$ cat src/hw/dirp_pkg.sv
`default_nettype none

// Shared constants of the indirect register port and the delay loop.
package dirp_pkg;

    // Host side decode of the command word register.
    localparam int unsigned HOST_ADDR_W   = 12;
    localparam logic [11:0] CMD_PORT_ADDR = 12'hA00;

    // Field positions inside the 32-bit command word.
    localparam int unsigned CMD_BUSY_BIT  = 31;
    localparam int unsigned CMD_DIR_BIT   = 30;
    localparam int unsigned CMD_TGT_HI    = 15;
    localparam int unsigned CMD_TGT_LO    = 14;
    localparam int unsigned CMD_NORM_BIT  = 13;
    localparam int unsigned CMD_TSTB_BIT  = 11;
    localparam int unsigned CMD_DATA_HI   = 7;
    localparam logic        CMD_DIR_WRITE = 1'b0;
    localparam logic        CMD_DIR_READ  = 1'b1;
    localparam logic        CMD_TSTB_RST  = 1'b1;

    // Loop register addresses on the two-bit indirect address.
    localparam logic [1:0]  LREG_CFG      = 2'h0;
    localparam logic [1:0]  LREG_MANUAL   = 2'h1;
    localparam logic [1:0]  LREG_TAP      = 2'h2;
    localparam logic [1:0]  LREG_STATUS   = 2'h3;

    // Configuration register layout and reset values.
    localparam int unsigned CFG_HOLD_BIT   = 0;
    localparam int unsigned CFG_MANUAL_BIT = 1;
    localparam int unsigned CFG_IRQEN_BIT  = 2;
    localparam int unsigned CFG_BYPASS_BIT = 4;
    localparam logic [7:0]  CFG_RW_MASK    = 8'h37;
    localparam logic [7:0]  CFG_RST        = 8'h00;
    localparam logic [7:0]  MANUAL_TAP_RST = 8'h00;

    // Status register layout.
    localparam int unsigned STS_RUN_BIT     = 0;
    localparam int unsigned STS_CHANGE_BIT  = 1;
    localparam int unsigned STS_ERROR_BIT   = 2;
    localparam int unsigned STS_CHANGEI_BIT = 4;
    localparam int unsigned STS_RANGE_FAULT_EVENT_BIT  = 5;
    localparam int unsigned STS_REFI_BIT    = 6;
    localparam int unsigned STS_SYSI_BIT    = 7;

    // Loop timing: a soft reset walks down and back within this budget.
    localparam int unsigned TAP_COUNT        = 256;
    localparam int unsigned SOFT_RST_BUDGET  = 24 * 256;
    localparam int unsigned STEP_DIV_CYC     = SOFT_RST_BUDGET
                                               / (2 * TAP_COUNT);
    localparam logic [3:0]  CHANGE_HOLD_CYC  = 4'h8;

    // Command sequencer states.
    typedef enum logic [2:0] {
        ST_IDLE = 3'b001,
        ST_EXEC = 3'b010,
        ST_DONE = 3'b100
    } dirp_cmd_state_t;

endpackage

`default_nettype wire

$ cat src/hw/dirp_dll_core.sv
`timescale 1ns/1ps
`default_nettype none

module dirp_dll_core
    import dirp_pkg::*;
#(
    parameter int unsigned TAP_W    = 8,
    parameter int unsigned STEP_DIV = STEP_DIV_CYC
) (
    input  wire logic             mclk,
    input  wire logic             rst_b,
    input  wire logic             soft_reset,
    input  wire logic             hold_en,
    input  wire logic             manual_en,
    input  wire logic [TAP_W-1:0] manual_tap,
    input  wire logic             phase_zero,
    input  wire logic             phase_lead,
    output logic      [TAP_W-1:0] tap_q,
    output logic                  run_q,
    output logic                  range_fault_q,
    output logic                  tap_change_q
);

    localparam int unsigned      DIV_W    = $clog2(STEP_DIV) + 1;
    localparam logic [DIV_W-1:0] DIV_LAST = DIV_W'(STEP_DIV - 1);
    localparam logic [TAP_W-1:0] TAP_MAX  = '1;
    localparam logic [TAP_W-1:0] TAP_MIN  = '0;

    logic [DIV_W-1:0] div_cnt_q;
    logic [DIV_W-1:0] div_cnt_d;
    logic [TAP_W-1:0] tap_d;
    logic [3:0]       chg_cnt_q;
    logic [3:0]       chg_cnt_d;
    logic             walk_q;
    logic             walk_d;
    logic             run_d;
    logic             err_d;

    // The step divider sets the tap slew; one step per STEP_DIV cycles.
    wire step_en   = (div_cnt_q == DIV_LAST);
    wire at_max    = (tap_q == TAP_MAX);
    wire at_min    = (tap_q == TAP_MIN);
    wire frozen    = hold_en & run_q;                         // see RL8
    wire tracking  = step_en & ~walk_q & ~manual_en & ~frozen & ~phase_zero;
    wire go_up     = tracking & phase_lead & ~at_max;
    wire go_dn     = tracking & ~phase_lead & ~at_min;
    wire overrun   = tracking & (phase_lead ? at_max : at_min);
    wire walk_dn   = step_en & walk_q & ~at_min & ~manual_en; // see RL13
    wire lock_seen = step_en & ~walk_q & ~manual_en & phase_zero;
    wire moved     = (tap_d != tap_q);

    // Manual tap overrides the detector; otherwise step up or down.
    assign tap_d = manual_en ? manual_tap :                  // see RL9 RL12
                   go_up ? tap_q + 1'b1 :
                   (go_dn | walk_dn) ? tap_q - 1'b1 : tap_q;
    assign div_cnt_d = step_en ? '0 : div_cnt_q + 1'b1;
    assign walk_d    = soft_reset | (walk_q & ~at_min & ~manual_en);
    // Lock status is sticky; only reset or a soft reset drops it.
    assign run_d     = soft_reset ? 1'b0 : (run_q | lock_seen); // see RL16
    // Running off either end flags a fault until lock is found again or a soft reset clears it.
    assign err_d     = (soft_reset | lock_seen) ? 1'b0 :
                       (overrun | range_fault_q);
    assign chg_cnt_d = moved ? CHANGE_HOLD_CYC :              // see RL18
                       (chg_cnt_q != 4'h0) ? chg_cnt_q - 4'h1 : 4'h0;

    // Loop state registers.
    always_ff @(posedge mclk or negedge rst_b) begin
        if (!rst_b) begin
            div_cnt_q     <= '0;
            tap_q         <= TAP_MIN;
            walk_q        <= 1'b0;
            run_q         <= 1'b0;
            range_fault_q <= 1'b0;
            chg_cnt_q     <= 4'h0;
            tap_change_q  <= 1'b0;
        end else begin
            div_cnt_q     <= div_cnt_d;
            tap_q         <= tap_d;
            walk_q        <= walk_d;
            run_q         <= run_d;
            range_fault_q <= err_d;
            chg_cnt_q     <= chg_cnt_d;
            tap_change_q  <= (chg_cnt_d != 4'h0);
        end
    end
endmodule

`default_nettype wire

$ cat src/hw/dirp_top.sv
// Notes on behaviour
// RL1: Host waits after command write until busy clears.
// RL2: Direction bit zero writes, one reads.
// RL3: Busy set runs command, cleared when finished.
// RL4: Payload byte supplies write data, receives read.
// RL5: Two-bit address selects the loop register.
// RL6: Host sets test-select bit in normal mode.
// RL7: Production strobe active low, resets high.
// RL8: Hold bit freezes tap after first lock.
// RL9: Manual enable bypasses detector, uses manual tap.
// RL10: Fault interrupt only when its enable is high.
// RL11: Bypass bit selects plain buffered system clock.
// RL12: Manual tap zero minimum, 255 maximum delay.
// RL13: Writing tap status soft-resets the loop.
// RL14: Tap status shows tap in use.
// RL15: Loop registers at 0x00, 0x01, 0x02.
// RL16: Lock bit sticky until reset or soft reset.
// RL17: Fault event sets on rise, clears on read.
// RL18: Tap change flag high eight cycles.
// RL19: Read data loaded no later than busy clear.
// RL20: Host issues no command while busy.
`timescale 1ns/1ps
`default_nettype none

module dirp_top
    import dirp_pkg::*;
#(
    parameter int unsigned TAP_W    = 8,
    parameter int unsigned STEP_DIV = STEP_DIV_CYC
) (
    input  wire logic                   mclk,
    input  wire logic                   rst_b,
    input  wire logic                   host_sel,
    input  wire logic                   host_wr,
    input  wire logic                   host_rd,
    input  wire logic [HOST_ADDR_W-1:0] host_addr,
    input  wire logic [31:0]            host_wdata,
    input  wire logic                   phase_zero,
    input  wire logic                   phase_lead,
    input  wire logic                   reference_clock,
    output logic      [31:0]            host_rdata_q,
    output logic                        host_wait_q,
    output logic                        aligned_clock_bypass_q,
    output logic      [TAP_W-1:0]       delay_tap_q,
    output logic                        range_fault_irq_q
);

    dirp_cmd_state_t state_q;
    dirp_cmd_state_t state_d;

    logic             cmd_busy_q;
    logic             cmd_busy_d;
    logic             cmd_direction_q;
    logic [1:0]       cmd_target_sel_q;
    logic             normal_access_select_q;
    logic             prod_test_strobe_n_q;
    logic [7:0]       cmd_payload_q;
    logic [7:0]       cmd_payload_d;
    logic [31:0]      host_rdata_d;
    logic             host_wait_d;
    logic [7:0]       cfg_q;
    logic [7:0]       manual_tap_q;
    logic             soft_reset_q;
    logic             ref_prev_q;
    logic             change_prev_q;
    logic             fault_prev_q;
    logic             tap_change_event_q;
    logic             range_fault_event_q;
    logic             ref_event_q;
    logic             sys_event_q;
    logic             core_run;
    logic             core_fault;
    logic             core_change;
    logic [7:0]       loop_rdata;
    logic [7:0]       status_byte;
    logic [31:0]      cmd_word;

    ////////////////////////////////////////////////////////////////////////
    // Host access decode.

    // Accesses made while the wait line is up are not taken at all.
    wire host_write = host_sel & host_wr & ~host_wait_q;      // see RL1
    wire host_read  = host_sel & host_rd & ~host_wait_q;
    wire cmd_hit    = (host_addr == CMD_PORT_ADDR);
    wire cmd_wr     = host_write & cmd_hit;
    // A new command is taken only from idle, when the port is free.
    wire start_cmd  = cmd_wr & host_wdata[CMD_BUSY_BIT]
                      & (state_q == ST_IDLE);                 // see RL20
    wire st_exec    = (state_q == ST_EXEC);
    wire st_done    = (state_q == ST_DONE);

    // Loop side strobes, issued in the single execute cycle.
    wire loop_we    = st_exec & (cmd_direction_q == CMD_DIR_WRITE); // see RL2
    wire loop_re    = st_exec & (cmd_direction_q == CMD_DIR_READ);
    wire we_cfg     = loop_we & (cmd_target_sel_q == LREG_CFG);   // see RL5
    wire we_manual  = loop_we & (cmd_target_sel_q == LREG_MANUAL);
    wire we_tap     = loop_we & (cmd_target_sel_q == LREG_TAP);
    wire rd_clear   = loop_re & (cmd_target_sel_q == LREG_STATUS);

    // Event edges seen against the previous sample.
    wire change_rise = core_change & ~change_prev_q;
    wire fault_rise  = core_fault & ~fault_prev_q;
    wire ref_rise    = reference_clock & ~ref_prev_q;

    ////////////////////////////////////////////////////////////////////////
    // Read paths.

    // Status byte; bit 3 is unused and reads zero.
    assign status_byte = {sys_event_q, ref_event_q, range_fault_event_q,
                          tap_change_event_q, 1'b0, core_fault,
                          core_change, core_run};

    // Tap status is the tap in use; in manual mode it echoes the manual
    // tap and software must treat it as not meaningful.
    assign loop_rdata =                                       // see RL15
        (cmd_target_sel_q == LREG_CFG)    ? (cfg_q & CFG_RW_MASK) :
        (cmd_target_sel_q == LREG_MANUAL) ? manual_tap_q :
        (cmd_target_sel_q == LREG_TAP)    ? delay_tap_q :     // see RL14
                                            status_byte;

    // Command word as the host reads it back; unused bits read zero.
    assign cmd_word = {cmd_busy_q, cmd_direction_q, 14'h0000,
                       cmd_target_sel_q, normal_access_select_q, 1'b0,
                       prod_test_strobe_n_q, 3'h0, cmd_payload_q};

    // Any address other than the command word reads as zero.
    assign host_rdata_d = host_read ? (cmd_hit ? cmd_word : 32'h0000_0000)
                                    : host_rdata_q;

    ////////////////////////////////////////////////////////////////////////
    // Command sequencer.

    // Idle, one execute cycle for the loop access, one cycle to finish.
    always_comb begin
        state_d = state_q;
        case (state_q)
            ST_IDLE: begin
                if (start_cmd) begin
                    state_d = ST_EXEC;
                end
            end
            ST_EXEC: begin
                state_d = ST_DONE;
            end
            ST_DONE: begin
                state_d = ST_IDLE;
            end
            default: begin
                state_d = ST_IDLE;
            end
        endcase
    end

    // Busy follows the host write, and is dropped when the command ends.
    assign cmd_busy_d  = cmd_wr ? host_wdata[CMD_BUSY_BIT] :  // see RL3
                         st_done ? 1'b0 : cmd_busy_q;
    assign host_wait_d = start_cmd | (host_wait_q & ~st_done);  // see RL1
    // Read data lands in execute, a cycle before busy falls.
    assign cmd_payload_d = cmd_wr ? host_wdata[CMD_DATA_HI:0] :  // see RL4
                           loop_re ? loop_rdata : cmd_payload_q; // see RL19

    // Sequencer state and host facing outputs.
    always_ff @(posedge mclk or negedge rst_b) begin
        if (!rst_b) begin
            state_q      <= ST_IDLE;
            cmd_busy_q   <= 1'b0;
            host_wait_q  <= 1'b0;
            host_rdata_q <= 32'h0000_0000;
        end else begin
            state_q      <= state_d;
            cmd_busy_q   <= cmd_busy_d;
            host_wait_q  <= host_wait_d;
            host_rdata_q <= host_rdata_d;
        end
    end

    // Command fields; the test bits are only stored for read back, as
    // the host is trusted to keep them at their normal levels.
    always_ff @(posedge mclk or negedge rst_b) begin
        if (!rst_b) begin
            cmd_direction_q        <= CMD_DIR_WRITE;
            cmd_target_sel_q       <= LREG_CFG;
            normal_access_select_q <= 1'b0;
            prod_test_strobe_n_q   <= CMD_TSTB_RST;           // see RL7
            cmd_payload_q          <= 8'h00;
        end else begin
            if (cmd_wr) begin
                cmd_direction_q        <= host_wdata[CMD_DIR_BIT];
                cmd_target_sel_q       <= host_wdata[CMD_TGT_HI:CMD_TGT_LO];
                normal_access_select_q <= host_wdata[CMD_NORM_BIT]; // see RL6
                prod_test_strobe_n_q   <= host_wdata[CMD_TSTB_BIT];
            end
            cmd_payload_q <= cmd_payload_d;
        end
    end

    ////////////////////////////////////////////////////////////////////////
    // Loop registers.

    // Configuration and manual tap; a tap status write only pulses the
    // soft reset, it stores nothing.
    always_ff @(posedge mclk or negedge rst_b) begin
        if (!rst_b) begin
            cfg_q        <= CFG_RST;
            manual_tap_q <= MANUAL_TAP_RST;
            soft_reset_q <= 1'b0;
        end else begin
            if (we_cfg) begin
                cfg_q <= cmd_payload_q & CFG_RW_MASK;
            end
            if (we_manual) begin
                manual_tap_q <= cmd_payload_q;                // see RL12
            end
            soft_reset_q <= we_tap;                           // see RL13
        end
    end

    // Event bits: a new edge in the clearing read cycle wins over the
    // clear, so no event is lost to a racing read.
    always_ff @(posedge mclk or negedge rst_b) begin
        if (!rst_b) begin
            ref_prev_q          <= 1'b0;
            change_prev_q       <= 1'b0;
            fault_prev_q        <= 1'b0;
            tap_change_event_q  <= 1'b0;
            range_fault_event_q <= 1'b0;
            ref_event_q         <= 1'b0;
            sys_event_q         <= 1'b0;
        end else begin
            ref_prev_q          <= reference_clock;
            change_prev_q       <= core_change;
            fault_prev_q        <= core_fault;
            tap_change_event_q  <= change_rise
                                   | (tap_change_event_q & ~rd_clear);
            range_fault_event_q <= fault_rise                 // see RL17
                                   | (range_fault_event_q & ~rd_clear);
            ref_event_q         <= ref_rise | (ref_event_q & ~rd_clear);
            // This logic runs on the system clock, so its activity bit
            // can only ever read back as set.
            sys_event_q         <= 1'b1;
        end
    end

    // Interrupt and clock selection outputs.
    always_ff @(posedge mclk or negedge rst_b) begin
        if (!rst_b) begin
            range_fault_irq_q      <= 1'b0;
            aligned_clock_bypass_q <= 1'b0;
        end else begin
            range_fault_irq_q      <= range_fault_event_q     // see RL10
                                      & cfg_q[CFG_IRQEN_BIT];
            aligned_clock_bypass_q <= cfg_q[CFG_BYPASS_BIT];  // see RL11
        end
    end

    ////////////////////////////////////////////////////////////////////////
    // Delay loop tap controller.

    dirp_dll_core #(
        .TAP_W    (TAP_W),
        .STEP_DIV (STEP_DIV)
    ) u_core (
        .mclk          (mclk),
        .rst_b         (rst_b),
        .soft_reset    (soft_reset_q),
        .hold_en       (cfg_q[CFG_HOLD_BIT]),
        .manual_en     (cfg_q[CFG_MANUAL_BIT]),
        .manual_tap    (manual_tap_q),
        .phase_zero    (phase_zero),
        .phase_lead    (phase_lead),
        .tap_q         (delay_tap_q),
        .run_q         (core_run),
        .range_fault_q (core_fault),
        .tap_change_q  (core_change)
    );
endmodule

`default_nettype wire

$ cat config.mk
export PLATFORM = sky130hd
export DESIGN_NAME = dirp_top
export DESIGN_NICKNAME = d
export VERILOG_FILES = /design/src/hw/dirp_pkg.sv /design/src/hw/dirp_dll_core.sv /design/src/hw/dirp_top.sv
export SDC_FILE = /design/constraint.sdc
export NUM_CORES = 1
export LEC_CHECK = 0
export ABC_CLOCK_PERIOD_IN_PS = 2800
export BUFFER_PORTS_ARGS = -buffer_cell sky130_fd_sc_hd__buf_2
export CORE_MARGIN = 3
export CORE_UTILIZATION = 54
export CTS_CLUSTER_DIAMETER = 60
export DETAILED_ROUTE_END_ITERATION = 16
export PLACE_DENSITY_LB_ADDON = 0.3
export REMOVE_ABC_BUFFERS = 1
export SLEW_MARGIN = 10
export SYNTH_ARGS = -nofsm -noshare
export SYNTH_HDL_FRONTEND = slang
export SYNTH_SLANG_ARGS = --single-unit
$ cat constraint.sdc
create_clock -name mclk -period 2.8 [get_ports mclk]
set_input_delay 0.56 -clock mclk [delete_from_list [all_inputs] [get_ports mclk]]
set_output_delay 0.56 -clock mclk [all_outputs]
set_load 0.03 [all_outputs]
==> summary.txt <==
Outcome
  • Outcome: completed

Logic synthesis
  • EDFF count, synth: 0
  • Synthesis warning total: 0
  • Ys flop type: dfrtp_1
  • Distinct cells, synth: 59
  • Synth async-reset ratio: 1.00
  • Mapped Area: 3890 um^2
  • Leading post-synthesis cells by cell area: dfrtp_1 48%, mux2_2 4.6%, nand2_1 4.3%
  • Syn Area/Cell: 10.8 um^2
  • Seq cells post-synth: 76
  • Sequential fraction of the synthesis area: 0.490
  • Area leader, netlist: dfrtp_1
  • Cells after Synth: 361
  • Yosys top cell area share: 0.476

Setup path
  • Crit Path Class: reg2reg
  • Crit start category: flip-flop
  • Reg2Reg Depth: 7
  • CP max FO: 9
  • Setup crit end kind: flip-flop
  • CP required: 3030 ps
  • Critical Path AT: 2380 ps

Timing
  • Final hold violation count: 0
  • Final setup viols: 0
  • Max Freq: 465 MHz
  • Final Critical Period: 2150 ps
  • Worst Clk Skew: 5.93 ps
  • Worst-Margin Slew: 930 ps
  • Fin crit share: 0.768
  • RSZ-0062 raised after global routing: no
  • Slew headroom: 0.380
  • Final Max Slew Viols: 0
  • Setup tns final: 0 ps

Drt
  • DR vias/cell: 5.53
  • Via count: 2,831
  • 1st-pass router iterations: 4
  • Antenna viol nets, final: 0
  • Routed wire length: 8.09 mm
  • WL/cell: 15.8 um
  • Initial DRC Count: 122
  • Residual DRC: 0

Clocking
  • Root Buffer Master: clkbuf_8
  • Post-CTS setup buffer count: 0
  • CTS Buf Count: 9
  • Longest Clk Path Bufs: 2
  • Insertion delay to the later sink of the worst-skew pair: 350 ps
  • CTS sink count: 76
  • Hold bufs inserted after CTS: 0
  • H-tree levels: 3
  • Worst-path clk slew: 80 ps
  • CTS tree: yes
  • Post-cts sizing count: 0

GRT
  • GRT overflow: 0
  • First-pass GRT wire length: 13.5 mm
  • Initial antenna violation count: 0
  • Global Route Usage Sum: 0.205
  • Pin count of the biggest net entering global routing: 77
  • Number of global-route vias before repair: 2,785

Floorplanning
  • Core area: 6870 um^2
  • Num ports: 95
  • Chip Width: 90.8 um
  • Std-Cell Rows: 30
  • Die Y: 90.8 um
  • Die Area: 8250 um^2
  • Initial core utilization: 0.566

Hold path
  • Hold path cells: 1
  • HP Class: in2reg

Power
  • Pleak: 2.08 nW
  • Worst vdd ir: 547 uV
  • Pwr/cell area: 584 nW/um^2

Finish
  • Nets: 468
  • Share of cells above drive strength 1: 0.279
  • Antenna diode instance count: 0
  • Layout area overhead: 12.2%
  • FILL cells: 561
  • Fin area: 4360 um^2

Place
  • HPWL Detailed: 5.57 mm
  • Placer Congestion: 0.805
  • PortBufs: 58
  • Placed Area: 4150 um^2

Run
  • Max_cap viols: 0
-- cells in the final DEF (no fill, tap or decap), types with 11 or more instances in the layout --
cell type | netlist | layout
nand2_1 | 45 | 45
dfrtp_1 | 74 | 74
buf_2 | 6 | 57
a22o_1 | 15 | 15
o21ai_0 | 20 | 20
mux2_2 | 16 | 16
xor2_1 | 11 | 11
conb_1 | 2 | 19
-- metrics by stage --
step | cells | hold WS [ps] | power [mW] | setup slack, ps | util
floorplan | 339 | 264 | 1.51 | 671 | -
global placement | 496 | 384 | 1.63 | 691 | 0.603
detailed placement | 496 | 391 | 1.66 | 646 | 0.603
CTS | 512 | 315 | 2.56 | 666 | 0.635
global route | 512 | 304 | 2.67 | 558 | 0.635
finish | 512 | 327 | 2.55 | 649 | 0.635
-- cells in the mapped netlist (all sizes together), types with 4 or more instances --
cell type   n
a21oi      10
nor2       10
and3        6
inv        10
xnor2       5
nor2b       5
xor2       11
mux2       16
nor3        4
a22oi       4
dfrtp      74
nor4        5
nor3b       4
nand2      46
a22o       15
ha          5
buf        26
nand2b      4
mux4        5
clkbuf     13
and2        4
o21ai      20
mux2i       5
nand3       8
-- cell families (layout without fill, tap and decap cells) --
group	after synthesis	count (layout)	share of synthesized area
simple gates	116	116	0.165
other cells	2	19	0.00193
compound gates	71	71	0.131
fa+ha+maj	5	5	0.0161
mux	26	26	0.0882
xor+xnor	16	16	0.0361
buf+inv	49	87	0.0715
flops	76	76	0.490
-- final cells by class --
cell class	count	area, um^2	area share
Inverter	10	37.5	0.00861
Multi-Input combinational cell	253	1770	0.405
Clock inverter	7	91.3	0.0209
Timing Repair Buffer	61	315	0.0723
Tap cell	96	120	0.0275
Sequential cell	76	1900	0.437
Clock buffer	9	124	0.0284
-- per-layer routing --
metal,GRT usage,vias up,share of wire
li1,-,1340,-
met1,0.262,1398,0.43
met2,0.335,82,0.50
met3,0.0675,11,0.056
met4,0.0590,0,0.013
met5,0,-,0
-- where the power goes --
part	switching (mW)	leakage (nW)	total, mW	internal [mW]
Clock	0.412	0.109	0.910	0.498
Sequential	0.100	0.945	1.26	1.16
Combinational	0.228	1.03	0.379	0.150
-- registers in the layout (all words and copies together) (netlist names), 2 cells and up --
signal	count
cfg_q	5
cmd_payload_q	8
cmd_target_sel_q	2
host_rdata_q	14
manual_tap_q	8
state_q	3
u_core.chg_cnt_q	4
u_core.div_cnt_q	5
u_core.tap_q	8
-- worst max-delay path: stages, from the launching register on --
cell and delay [ps]:
dfrtp_1 510, inv_1 140, ha_1 180, nor3b_2 330, nand2_4 130, o2bb2ai_2 180
o21a_4 220, or3_1 340
-- final timing paths --
path                            startpoint  slack, ps                     end
min in group asynchronous            rst_b        340         u_core.tap_q[4]
hold / removal             reference_clock        330              ref_prev_q
setup / recovery           u_core.tap_q[0]        650     u_core.tap_change_q
setup reg to reg           u_core.tap_q[0]        650     u_core.tap_change_q
hold reg to reg                   cfg_q[4]        410  aligned_clock_bypass_q
max in group asynchronous            rst_b       1860         host_rdata_q[1]
No activity file was read; power rests on OpenSTA's default activity.
